$ cat config.mk
export PLATFORM = sky130hd
export DESIGN_NAME = tsec_event_ctrl
export DESIGN_NICKNAME = d
export VERILOG_FILES = /design/src/include/tsec_pkg.sv /design/src/hdl/tsec_sys_stage.sv /design/src/hdl/tsec_event_ctrl.sv
export SDC_FILE = /design/constraint.sdc
export NUM_CORES = 1
export LEC_CHECK = 0
export CELL_PAD_IN_SITES_DETAIL_PLACEMENT = 1
export CELL_PAD_IN_SITES_GLOBAL_PLACEMENT = 2
export CORE_AREA = 3 3 281 283
export CTS_BUF_LIST = sky130_fd_sc_hd__clkbuf_4 sky130_fd_sc_hd__clkbuf_8
export DETAILED_ROUTE_END_ITERATION = 12
export DIE_AREA = 0 0 284 286
export DONT_BUFFER_PORTS = 1
export PLACE_DENSITY = 0.95
export SLEW_MARGIN = 20
export SYNTH_ARGS = -nofsm -noshare
export SYNTH_HDL_FRONTEND = slang
export SYNTH_HIERARCHICAL = 1
export SYNTH_SLANG_ARGS = --single-unit
$ cat constraint.sdc
create_clock -name ref_clk -period 8.09 [get_ports ref_clk]
set_input_delay 0.4045 -clock ref_clk [delete_from_list [all_inputs] [get_ports ref_clk]]
set_output_delay 0.4045 -clock ref_clk [all_outputs]
set_load 0.01 [all_outputs]
$ cat src/include/tsec_pkg.sv
// Shared constants, register map and helpers of the two-stage event controller
package tsec_pkg;
	// Data and address widths of the register slave
	localparam int DATA_W = 32;
	localparam int ADDR_W = 5;
	localparam int NSRC = 32;
	localparam int NLEV = 16;
	localparam int LEV_W = 4;

	// Event levels, lowest number has highest priority
	localparam logic [3:0] LEV_EMU = 4'h0;
	localparam logic [3:0] LEV_RST = 4'h1;
	localparam logic [3:0] LEV_NMI = 4'h2;
	localparam logic [3:0] LEV_EXC = 4'h3;
	localparam logic [3:0] LEV_GP_LO = 4'h7;
	localparam logic [3:0] LEV_GP13 = 4'hD;
	localparam logic [15:0] GP_LEVELS = 16'hFF80;
	localparam logic [15:0] NONMASK = 16'h000F;

	// Peripheral identifiers with a fixed default level
	localparam int SRC_MDMA0 = 29;
	localparam int SRC_MDMA1 = 30;
	localparam int SRC_WDOG_PORT = 31;
	localparam int GP_COUNT = 9;

	// Byte addresses of the registers
	localparam logic [4:0] OFF_CORE_LATCH = 5'h00;
	localparam logic [4:0] OFF_CORE_MASK = 5'h04;
	localparam logic [4:0] OFF_CORE_ACTIVE = 5'h08;
	localparam logic [4:0] OFF_PIRQ_MASK = 5'h0C;
	localparam logic [4:0] OFF_PIRQ_STATUS = 5'h10;
	localparam logic [4:0] OFF_PIRQ_WAKE = 5'h14;
	localparam logic [4:0] OFF_CTRL_STATUS = 5'h18;
	localparam logic [4:0] OFF_SW_RAISE = 5'h1C;

	// Status register field positions
	localparam int CTRL_GIE_BIT = 0;
	localparam int CTRL_SUP_BIT = 1;
	localparam int CTRL_EMU_BIT = 2;
	localparam int CTRL_RST_BIT = 3;

	// Reset values
	localparam logic [15:0] CORE_MASK_RST = 16'h0000;
	localparam logic [31:0] PIRQ_MASK_RST = 32'h00000000;
	localparam logic [31:0] PIRQ_WAKE_RST = 32'h00000000;
	localparam logic GIE_RST = 1'b0;

	// Default level of each peripheral source
	function automatic logic [3:0] src_level(input int id);
		logic [3:0] lv;
		if (id >= SRC_MDMA0) begin
			lv = LEV_GP13;
		end else begin
			lv = 4'(int'(LEV_GP_LO) + (id % GP_COUNT));
		end
		return lv;
	endfunction

	// Sources routed onto one level
	function automatic logic [31:0] level_srcs(input int lv);
		logic [31:0] m;
		m = 32'h00000000;
		for (int i = 0; i < NSRC; i++) begin
			m[i] = (int'(src_level(i)) == lv);
		end
		return m;
	endfunction

	// Index of lowest set bit, top bit flags any set
	function automatic logic [4:0] lowest(input logic [15:0] v);
		logic [4:0] r;
		r = 5'h00;
		for (int i = NLEV - 1; i >= 0; i--) begin
			if (v[i]) begin
				r = {1'b1, 4'(i)};
			end
		end
		return r;
	endfunction

	// Byte enables widened to a bit mask
	function automatic logic [31:0] be_mask(input logic [3:0] be);
		return {{8{be[3]}}, {8{be[2]}}, {8{be[1]}}, {8{be[0]}}};
	endfunction
endpackage

$ cat src/hdl/tsec_sys_stage.sv
// System stage: peripheral request sync, mask, status, wake and routing
`timescale 1ns/1ps
module tsec_sys_stage (
	input wire logic ref_clk,
	input wire logic rst_n,
	input wire logic [31:0] periphReq,
	input wire logic maskWr,
	input wire logic wakeWr,
	input wire logic [31:0] wrData,
	input wire logic [31:0] wrMask,
	input wire logic coreIdle,
	input wire logic [15:0] coreActive,
	output logic [15:0] gpReq,
	output logic [31:0] irqStatus,
	output logic [31:0] irqMask,
	output logic [31:0] wakeEn,
	output logic wakeUp
);
	typedef struct packed {
		logic [31:0] syn1;
		logic [31:0] syn2;
		logic [31:0] mask;
		logic [31:0] wake;
		logic [15:0] actPrev;
		logic [15:0] gp;
		logic wakeUp;
	} tsec_sys_state_t;

	tsec_sys_state_t s_q;
	tsec_sys_state_t s_d;
	logic [15:0] levelHit;

	// route and merge
	// Masked requests of one level are ORed into its input
	for (genvar l = 0; l < tsec_pkg::NLEV; l++) begin : gLevel
		localparam logic [31:0] SRCS = tsec_pkg::level_srcs(l);
		assign levelHit[l] = |(s_q.syn2 & s_q.mask & SRCS);
	end

	// Next state
	always_comb begin
		s_d = s_q;
		s_d.syn1 = periphReq;
		s_d.syn2 = s_q.syn1;
		if (maskWr) begin
			s_d.mask = (s_q.mask & ~wrMask) | (wrData & wrMask);
		end
		if (wakeWr) begin
			s_d.wake = (s_q.wake & ~wrMask) | (wrData & wrMask);
		end
		// acknowledge rearms level
		// A fresh active bit drops the level for one cycle, so a
		// source still high after the ack gives a new rising edge
		s_d.actPrev = coreActive;
		s_d.gp = levelHit & ~(coreActive & ~s_q.actPrev);
		s_d.wakeUp = coreIdle & |(s_q.syn2 & s_q.wake);
	end

	// State registers
	always_ff @(posedge ref_clk or negedge rst_n) begin
		if (!rst_n) begin
			s_q <= '{mask: tsec_pkg::PIRQ_MASK_RST,
				wake: tsec_pkg::PIRQ_WAKE_RST, default: '0};
		end else begin
			s_q <= s_d;
		end
	end

	assign gpReq = s_q.gp;
	assign irqStatus = s_q.syn2;
	assign irqMask = s_q.mask;
	assign wakeEn = s_q.wake;
	assign wakeUp = s_q.wakeUp;
endmodule // tsec_sys_stage

$ cat src/hdl/tsec_event_ctrl.sv
// Core event stage, register slave and system stage of the event controller
// Function
// - Handle emulation, reset, NMI, exception and interrupt event classes.
// - Nest active events; higher priority events are serviced first.
// - NMI comes from the watchdog or the external NMI pin.
// - Exceptions follow program flow and hold the instruction.
// - Interrupts come from pins, timers, peripherals or a software raise.
// - Each level keeps a return address and a return-from-event path.
// - Peripheral requests pass the system stage onto general levels.
// - Memory DMA streams, watchdog and port map to level 13.
// - The core stage keeps 16-bit latch, mask and active registers.
// - Latch sets on event, clears on accept; writes only where the mask bit is clear.
// - Set mask bit allows service; mask access needs supervisor mode.
// - Global enable and disable instructions gate general levels.
// - Active bit stands while its event is active or nested.
// - System stage has three 32-bit per-source registers.
// - Peripheral mask bit lets its request through.
// - Peripheral status shows each source now asserting.
// - Wake-enabled source wakes an idle core.
// - System stage takes the active bits as acknowledgement.
// - Latch sets on a rising edge, detected over two cycles.
// - Latch clears as active sets; the next edge is queued.
// - Edge to active bit takes at least three cycles.
//
// The Avalon-MM interface to the registers and the placing of the registers were decided locally.
`timescale 1ns/1ps
module tsec_event_ctrl (
	input wire logic ref_clk,
	input wire logic rst_n,
	input wire logic [4:0] avs_address,
	input wire logic avs_read,
	input wire logic avs_write,
	input wire logic [31:0] avs_writedata,
	input wire logic [3:0] avs_byteenable,
	output logic [31:0] avs_readdata,
	output logic avs_waitrequest,
	input wire logic [31:0] periphReq,
	input wire logic coreIdle,
	input wire logic superMode,
	input wire logic nmiPin,
	input wire logic emuPin,
	input wire logic resetEvtPin,
	input wire logic wdogNmi,
	input wire logic excReq,
	input wire logic gieSetInstr,
	input wire logic gieClrInstr,
	input wire logic evtAck,
	input wire logic evtRet,
	input wire logic [3:0] evtRetLevel,
	input wire logic [31:0] pcIn,
	output logic evtReq,
	output logic [3:0] evtLevel,
	output logic [31:0] retPc,
	output logic emuMode,
	output logic coreResetOut,
	output logic excHold,
	output logic wakeUp
);
	// Pin bits in the synchroniser
	localparam int PIN_NMI = 0;
	localparam int PIN_EMU = 1;
	localparam int PIN_RST = 2;

	typedef struct packed {
		logic [2:0] syn1;
		logic [2:0] syn2;
		logic [2:0] pinPrev;
		logic [15:0] gpS;
		logic [15:0] gpPrev;
		logic [15:0] latch;
		logic [15:0] mask;
		logic [15:0] active;
		logic gie;
		logic [15:0][31:0] retAddr;
		logic [31:0] retPc;
		logic evtReq;
		logic [3:0] evtLevel;
		logic emuMode;
		logic coreResetOut;
		logic excHold;
		logic waitReq;
		logic [31:0] rdata;
	} tsec_core_state_t;

	tsec_core_state_t s_q;
	tsec_core_state_t s_d;

	// Bus decode signals
	logic busTake;
	logic [31:0] wMask;
	logic pMaskWr;
	logic pWakeWr;
	logic [15:0] gpReq;
	logic [31:0] irqStatus;
	logic [31:0] irqMask;
	logic [31:0] wakeEn;
	logic sysWake;

	// Bus request is taken while waitrequest stands high
	assign busTake = (avs_read | avs_write) & s_q.waitReq;
	assign wMask = tsec_pkg::be_mask(avs_byteenable);

	// system registers written through the slave
	assign pMaskWr = busTake & avs_write &
		(avs_address == tsec_pkg::OFF_PIRQ_MASK);
	assign pWakeWr = busTake & avs_write &
		(avs_address == tsec_pkg::OFF_PIRQ_WAKE);

	// System stage feeds the general levels of the core stage
	tsec_sys_stage uSys (
		.ref_clk(ref_clk),
		.rst_n(rst_n),
		.periphReq(periphReq),
		.maskWr(pMaskWr),
		.wakeWr(pWakeWr),
		.wrData(avs_writedata),
		.wrMask(wMask),
		.coreIdle(coreIdle),
		.coreActive(s_q.active),
		.gpReq(gpReq),
		.irqStatus(irqStatus),
		.irqMask(irqMask),
		.wakeEn(wakeEn),
		.wakeUp(sysWake)
	);

	// Event processing and register slave
	always_comb begin
		logic nmiLvl;
		logic [2:0] pinEdge;
		logic [15:0] gpEdge;
		logic [15:0] sets;
		logic [15:0] wrOk;
		logic [15:0] enable;
		logic [15:0] cand;
		logic [15:0] allow;
		logic [4:0] top;
		logic [4:0] pick;
		logic [31:0] rd;
		nmiLvl = 1'b0;
		pinEdge = 3'h0;
		gpEdge = 16'h0000;
		sets = 16'h0000;
		wrOk = 16'h0000;
		enable = 16'h0000;
		cand = 16'h0000;
		allow = 16'h0000;
		top = 5'h00;
		pick = 5'h00;
		rd = 32'h00000000;
		s_d = s_q;

		// Pins pass two flops before any logic looks at them
		s_d.syn1 = {resetEvtPin, emuPin, nmiPin};
		s_d.syn2 = s_q.syn1;
		nmiLvl = s_q.syn2[PIN_NMI] | wdogNmi;
		pinEdge = {s_q.syn2[PIN_RST], s_q.syn2[PIN_EMU], nmiLvl} &
			~s_q.pinPrev;
		s_d.pinPrev = {s_q.syn2[PIN_RST], s_q.syn2[PIN_EMU], nmiLvl};

		// three-cycle minimum latency
		// The extra sample stage keeps edge to active at three cycles or more
		s_d.gpS = gpReq & tsec_pkg::GP_LEVELS;
		s_d.gpPrev = s_q.gpS;
		gpEdge = s_q.gpS & ~s_q.gpPrev;

		sets[tsec_pkg::LEV_EMU] = pinEdge[PIN_EMU];
		sets[tsec_pkg::LEV_RST] = pinEdge[PIN_RST];
		sets[tsec_pkg::LEV_NMI] = pinEdge[PIN_NMI];
		sets[tsec_pkg::LEV_EXC] = excReq;
		sets = sets | gpEdge;

		// global enable instructions
		// Disable wins when both arrive together
		if (gieSetInstr) begin
			s_d.gie = 1'b1;
		end
		if (gieClrInstr) begin
			s_d.gie = 1'b0;
		end

		// Register slave: one cycle with waitrequest low per request
		s_d.waitReq = 1'b1;
		if (busTake) begin
			s_d.waitReq = 1'b0;
			if (avs_write) begin
				unique case (avs_address)
					tsec_pkg::OFF_CORE_LATCH: begin
						wrOk = ~s_q.mask & wMask[15:0];
						s_d.latch = (s_q.latch & ~wrOk) |
							(avs_writedata[15:0] & wrOk);
					end
					tsec_pkg::OFF_CORE_MASK: begin
						if (superMode) begin
							s_d.mask = (s_q.mask & ~wMask[15:0]) |
								(avs_writedata[15:0] & wMask[15:0]);
						end
					end
					tsec_pkg::OFF_SW_RAISE: begin
						sets = sets | (avs_writedata[15:0] &
							wMask[15:0] & tsec_pkg::GP_LEVELS);
					end
					default: begin
						// Read-only and unmapped words ignore writes
					end
				endcase
			end else begin
				unique case (avs_address)
					tsec_pkg::OFF_CORE_LATCH: begin
						rd = {16'h0000, s_q.latch};
					end
					tsec_pkg::OFF_CORE_MASK: begin
						if (superMode) begin
							rd = {16'h0000, s_q.mask};
						end
					end
					tsec_pkg::OFF_CORE_ACTIVE: begin
						if (superMode) begin
							rd = {16'h0000, s_q.active};
						end
					end
					tsec_pkg::OFF_PIRQ_MASK: begin
						rd = irqMask;
					end
					tsec_pkg::OFF_PIRQ_STATUS: begin
						rd = irqStatus;
					end
					tsec_pkg::OFF_PIRQ_WAKE: begin
						rd = wakeEn;
					end
					tsec_pkg::OFF_CTRL_STATUS: begin
						rd[tsec_pkg::CTRL_GIE_BIT] = s_q.gie;
						rd[tsec_pkg::CTRL_SUP_BIT] = superMode;
						rd[tsec_pkg::CTRL_EMU_BIT] = s_q.emuMode;
						rd[tsec_pkg::CTRL_RST_BIT] = s_q.coreResetOut;
					end
					default: begin
						// Unmapped and write-only words read zero
						rd = 32'h00000000;
					end
				endcase
			end
			s_d.rdata = rd;
		end

		// return from event
		// Return clears before accept so a same-cycle re-entry stands
		if (evtRet) begin
			s_d.active[evtRetLevel] = 1'b0;
			s_d.retPc = s_q.retAddr[evtRetLevel];
		end

		if (evtAck && s_q.evtReq) begin
			s_d.active[s_q.evtLevel] = 1'b1;
			s_d.latch[s_q.evtLevel] = 1'b0;
			s_d.retAddr[s_q.evtLevel] = pcIn;
		end

		// hardware set wins
		// A new edge in the accept cycle is queued, not lost
		s_d.latch = s_d.latch | sets;

		enable = s_d.mask | tsec_pkg::NONMASK;
		if (!s_d.gie) begin
			enable = enable & ~tsec_pkg::GP_LEVELS;
		end
		cand = s_d.latch & enable;

		// nesting needs higher priority
		// Only levels above the highest active one may preempt
		top = tsec_pkg::lowest(s_d.active);
		allow = top[4] ? 16'((17'h00001 << top[3:0]) - 17'h00001) :
			16'hFFFF;

		pick = tsec_pkg::lowest(cand & allow);
		s_d.evtReq = pick[4];
		s_d.evtLevel = pick[4] ? pick[3:0] : s_q.evtLevel;

		s_d.emuMode = s_d.active[tsec_pkg::LEV_EMU];
		s_d.coreResetOut = s_d.active[tsec_pkg::LEV_RST];
		s_d.excHold = s_d.latch[tsec_pkg::LEV_EXC];
	end

	always_ff @(posedge ref_clk or negedge rst_n) begin
		if (!rst_n) begin
			s_q <= '{mask: tsec_pkg::CORE_MASK_RST,
				gie: tsec_pkg::GIE_RST, waitReq: 1'b1, default: '0};
		end else begin
			s_q <= s_d;
		end
	end

	// Outputs straight from flops
	assign avs_readdata = s_q.rdata;
	assign avs_waitrequest = s_q.waitReq;
	assign evtReq = s_q.evtReq;
	assign evtLevel = s_q.evtLevel;
	assign retPc = s_q.retPc;
	assign emuMode = s_q.emuMode;
	assign coreResetOut = s_q.coreResetOut;
	assign excHold = s_q.excHold;
	assign wakeUp = sysWake;
endmodule // tsec_event_ctrl

Word-level counts from Yosys, hierarchy flattened
Index checks and enable logic that the tools add are counted.

storage, ports and cells
  logic and storage cells = 174
  register bits after elaboration = 822
  input port bits = 124
  output and inout bits = 74

cells by class
  eq/ne operators = 7
  add/subtract/negate cells = 1
  bitwise logic cells = 43
  multiplexer cells = 62
  magnitude comparators = 4
  reductions and logical operators = 15
  shift operators = 1

operator list
  kind                                                                           number
  512-bit bitwise mux                                                            1
  16-bit 2-to-1 mux                                                              13
  16-bit AND                                                                     12
  28-bit one-hot mux with 6 select lines                                         1
  32-bit AND                                                                     5
  32-bit 2-to-1 mux                                                              5
  5-bit 2-to-1 mux                                                               32
  32-bit binary-select mux with 4-bit select                                     1
  32-bit demux with 4-bit select                                                 1
  16-bit NOT                                                                     8
  16-bit OR                                                                      5
  32-bit OR                                                                      2
  33-bit 2-to-1 mux                                                              1
  32-bit NOT                                                                     1
  32-bit OR reduction                                                            1
  4-bit one-hot mux with 7 select lines                                          1
  5-bit equality test (second input constant)                                    4
  3-bit OR reduction                                                             6
  4-bit by 16-bit OR with 16-bit output                                          1
  1-bit by 4-bit << shifter with 16-bit output (first input constant)            1
  16-bit by 1-bit subtractor with 16-bit output (second input constant)          1
  5-bit by 4-bit equality test with 1-bit output (second input constant)         2
  4-bit by 5-bit less-than comparator with 1-bit output (second input constant)  2
  1-bit demux with 4-bit select                                                  2
  12 further kinds                                                               24

Depth between registers and ports, before layout
  depth in word-level cells = 45
  mapped depth = 17

Modules after synthesis
Netlist, hierarchy kept.

by module, submodules not included
  module           cells an instance  times used  area each (sq um)  seq. area each (sq um)
  tsec_event_ctrl  2975               1           30737.0            16467.0
  tsec_sys_stage   446                1           5885.6             3678.5

Worst setup path before layout
Ideal clock, no wire load.

  path kind = in2reg
  start point = input evtRetLevel[0]
  end point = register s_q, in the netlist evtLevel[1]
  setup time = 136 ps
  slack = 4270 ps
  data arrival time = 3684 ps
  cell stages on the path = 17
  path through = buf_2 -> nand2_1 -> o21a_1 -> or4_4 -> buf_6 -> a211oi_1 -> o21ai_0 -> a21oi_1 -> o21ai_0 -> ha_1 -> inv_1 -> nand4_1 -> a2111oi_0 -> nor3_1 -> and2_1 -> or3b_4 -> o22ai_2

RTL lines
  item                    RTL line                source
  start: declaration      tsec_event_ctrl.sv:49   input wire logic [3:0] evtRetLevel,
  end signal: assignment  tsec_event_ctrl.sv:286  s_q <= '{mask: tsec_pkg::CORE_MASK_RST,
  end: declaration        tsec_event_ctrl.sv:85   tsec_core_state_t s_q;

==> flow_metrics.env <==
export IMPL_drv_cap=0
export IMPL_fin_crit_ns=5.968
export IMPL_timing_final_crit_share_pct=73.77
export IMPL_fin_tns_setup_ns=0
export IMPL_drt_wl_total_mm=125.8
export IMPL_drc=0
export IMPL_clockBufferDepth=3
export IMPL_grt_pass1_wl_mm=189.7
export IMPL_clk_latency_ns=0.85
export IMPL_hold_buffers=132
export IMPL_cp_max_fo=20
export IMPL_hold_viol_final=0
export IMPL_powerDensity_nw_per_um2=267.2
export IMPL_drtAntennaViolNets=0
export IMPL_routed_via_density=6.024
export IMPL_fmax_ghz=0.1676
export IMPL_cts_buffers=141
export IMPL_die_w_um=284
export IMPL_vias=27190
export IMPL_p_leak_nw=20.13
export IMPL_start_util_pct=47.52
export IMPL_std_cell_rows=102
export IMPL_drtIter0Drc=2619
export IMPL_place_ws_ns=2.333
export IMPL_routedWlPerCell_um=27.87
export IMPL_track_usage_pct=30.88
export IMPL_cp_arrival_ns=6.68
export IMPL_synth_nets=3538
export IMPL_post_cts_buffers=0
export IMPL_dr_pass1_iters=6
export IMPL_grt_antenna_before_repair=10
export IMPL_rsz0062_at_grt="no"
export IMPL_h_tree_depth=4
export IMPL_startpoint_type="register"
export IMPL_reg2reg_from="evtLevel[0]$_DFFE_PN0P_"
export IMPL_critPathSlowestCell="dfrtp_1"
export IMPL_status="complete, no violations"
export IMPL_cts_tree="done"
export IMPL_syn_area_per_cell_um2=10.71
export IMPL_yosys_warnings=6
export IMPL_dieArea_um2=81220
export IMPL_r2r_slack_ns=2.12
export IMPL_clk_pin_slew_ns=0.06
export IMPL_grt_pass1_vias=30060
export IMPL_grt_max_degree=806
export IMPL_tightest_slew_ns=1.191
export IMPL_synth_area_um2=36570
export IMPL_timing_slew_headroom_pct=20.30
export IMPL_setup_viol=0
export IMPL_place_hpwl_mm=71.71
export IMPL_crit_required_ns=8.80
export IMPL_synthCells=3413
export IMPL_cts_root_buf="clkbuf_8"
export IMPL_reg2regPathDepth=15
export IMPL_fin_nets=3483
export IMPL_overflow=0
export IMPL_r2r_end="evtLevel[1]$_DFFE_PN0P_"
export IMPL_critPathMaxStageDelay_ns=0.94
export IMPL_clock_sinks=805
export IMPL_path_cells="nand2_1 -> nor2_4 -> buf_4 -> nor2_1 -> a221o_1 -> a22o_1 -> o21ai_0 -> ha_1 -> inv_1 -> or4b_1 -> nand4_1 -> nor2b_1 -> nand3_1 -> or3b_4 -> o22ai_2"
export IMPL_crit_start="evtLevel[0]$_DFFE_PN0P_"
export IMPL_crit_path_end_kind="register"
export IMPL_core_area_um2=76960
export IMPL_fin_ws_ns=2.122
export IMPL_globalplace_congestion=0.8815
export IMPL_io_pins=198
export IMPL_dp_cells=4115
export IMPL_fin_cells=4514
export IMPL_drive_above_1_share_pct=20.59
export IMPL_die_y_um=286
export IMPL_io_buffers=0
export IMPL_skew_ns=0.06149
export IMPL_crit_type="reg -> reg"
export IMPL_ctsResizeCount=0
export IMPL_hp_class="in -> reg"
export IMPL_drv_slew=0
export IMPL_peakVddDrop_v=0.0001557
export IMPL_synthToLayoutAreaGrowth_pct=11.86
export IMPL_worstSetupEndpoint="evtLevel[1]$_DFFE_PN0P_"
==> metal layers <==
layer | vias to the layer above | part of all wire (%) | GRT usage (%)
met5 | - | 0.056 | 0
met4 | 10 | 4.5 | 14.13
met3 | 364 | 7.5 | 7.020
met2 | 1210 | 49 | 51.46
met1 | 14380 | 39 | 38.60
li1 | 11230 | - | -
==> layout by cell type, fill, tap and decap left out, drive strengths merged, types with 40 or more instances in the layout <==
cell,instances
clkbuf,222
dfrtp,804
mux2,207
buf,40
nor2,47
nand2,1392
o21ai,60
inv,46
mux4,160
a22oi,55
dlygate4sd3,130
==> per-stage QoR <==
stage | area [µm²] | power (mW) | utilization (%) | hold slack (ns)
after floorplan | 36570 | 6.120 | - | 0.1089
after global placement | 36160 | 6.397 | 46.98 | 0.1876
after detailed placement | 36180 | 6.524 | 47.02 | 0.1595
after CTS | 40690 | 10.80 | 52.88 | -0.6822
after global routing | 40900 | 11.39 | 53.14 | 0.02188
final | 40900 | 10.93 | 53.15 | 0.04539
==> worst min path at each step <==
stage              startpoint                          to  slack (ns)  cells past startpoint
2_1_floorplan           rst_n  asynchronous set/reset pin        0.11                      0
3_3_place_gp            rst_n        retPc[8]$_DFFE_PN0P_        0.19                      0
3_5_place_dp            rst_n          s_q[669]$_DFF_PN0_        0.16                      0
4_1_cts                 rst_n        s_q[178]$_DFFE_PN0P_       -0.68                      0
5_1_grt        evtRetLevel[3]       retPc[25]$_DFFE_PN0P_        0.02                      2
6_report       evtRetLevel[2]        retPc[4]$_DFFE_PN0P_        0.05                      2
==> worst max-delay path: cells and delay by family (launching register included) <==
| family | cells | cell delay (ns) |
|---|---|---|
| compound gates | 4 | 1.09 |
| simple gates | 8 | 2.94 |
| flops | 1 | 0.94 |
| buf+inv | 2 | 0.59 |
| fa+ha+maj | 1 | 0.27 |
==> sequential cells by signal, summed over array words and instances (netlist names), named ones only <==
register	count
avs_readdata	32
avs_waitrequest	1
evtLevel	4
evtReq	1
retPc	32
s_d	14
s_q	570
uSys/gpReq	9
uSys/irqStatus	32
uSys/s_d	32
uSys/s_q	9
uSys/wakeUp	1
==> power by group <==
part | internal (mW) | switching (mW) | leakage, nW
Sequential | 4.58 | 0.450 | 10.7
Combinational | 0.736 | 0.978 | 7.71
Clock | 2.32 | 1.87 | 1.68
Total | 7.63 | 3.30 | 20.1
==> final cells by class <==
class                   count  area (µm²)
well taps                1040        1301
multi-input cells        2205       14370
diodes                      7       17.52
fillers                  8047       36050
flip-flops and latches    805       20150
repair buffers            170        1792
clock buffers             222        2768
inverters                  35       131.4
clock inverters            30       380.4
(Power assumes the default switching activity.)
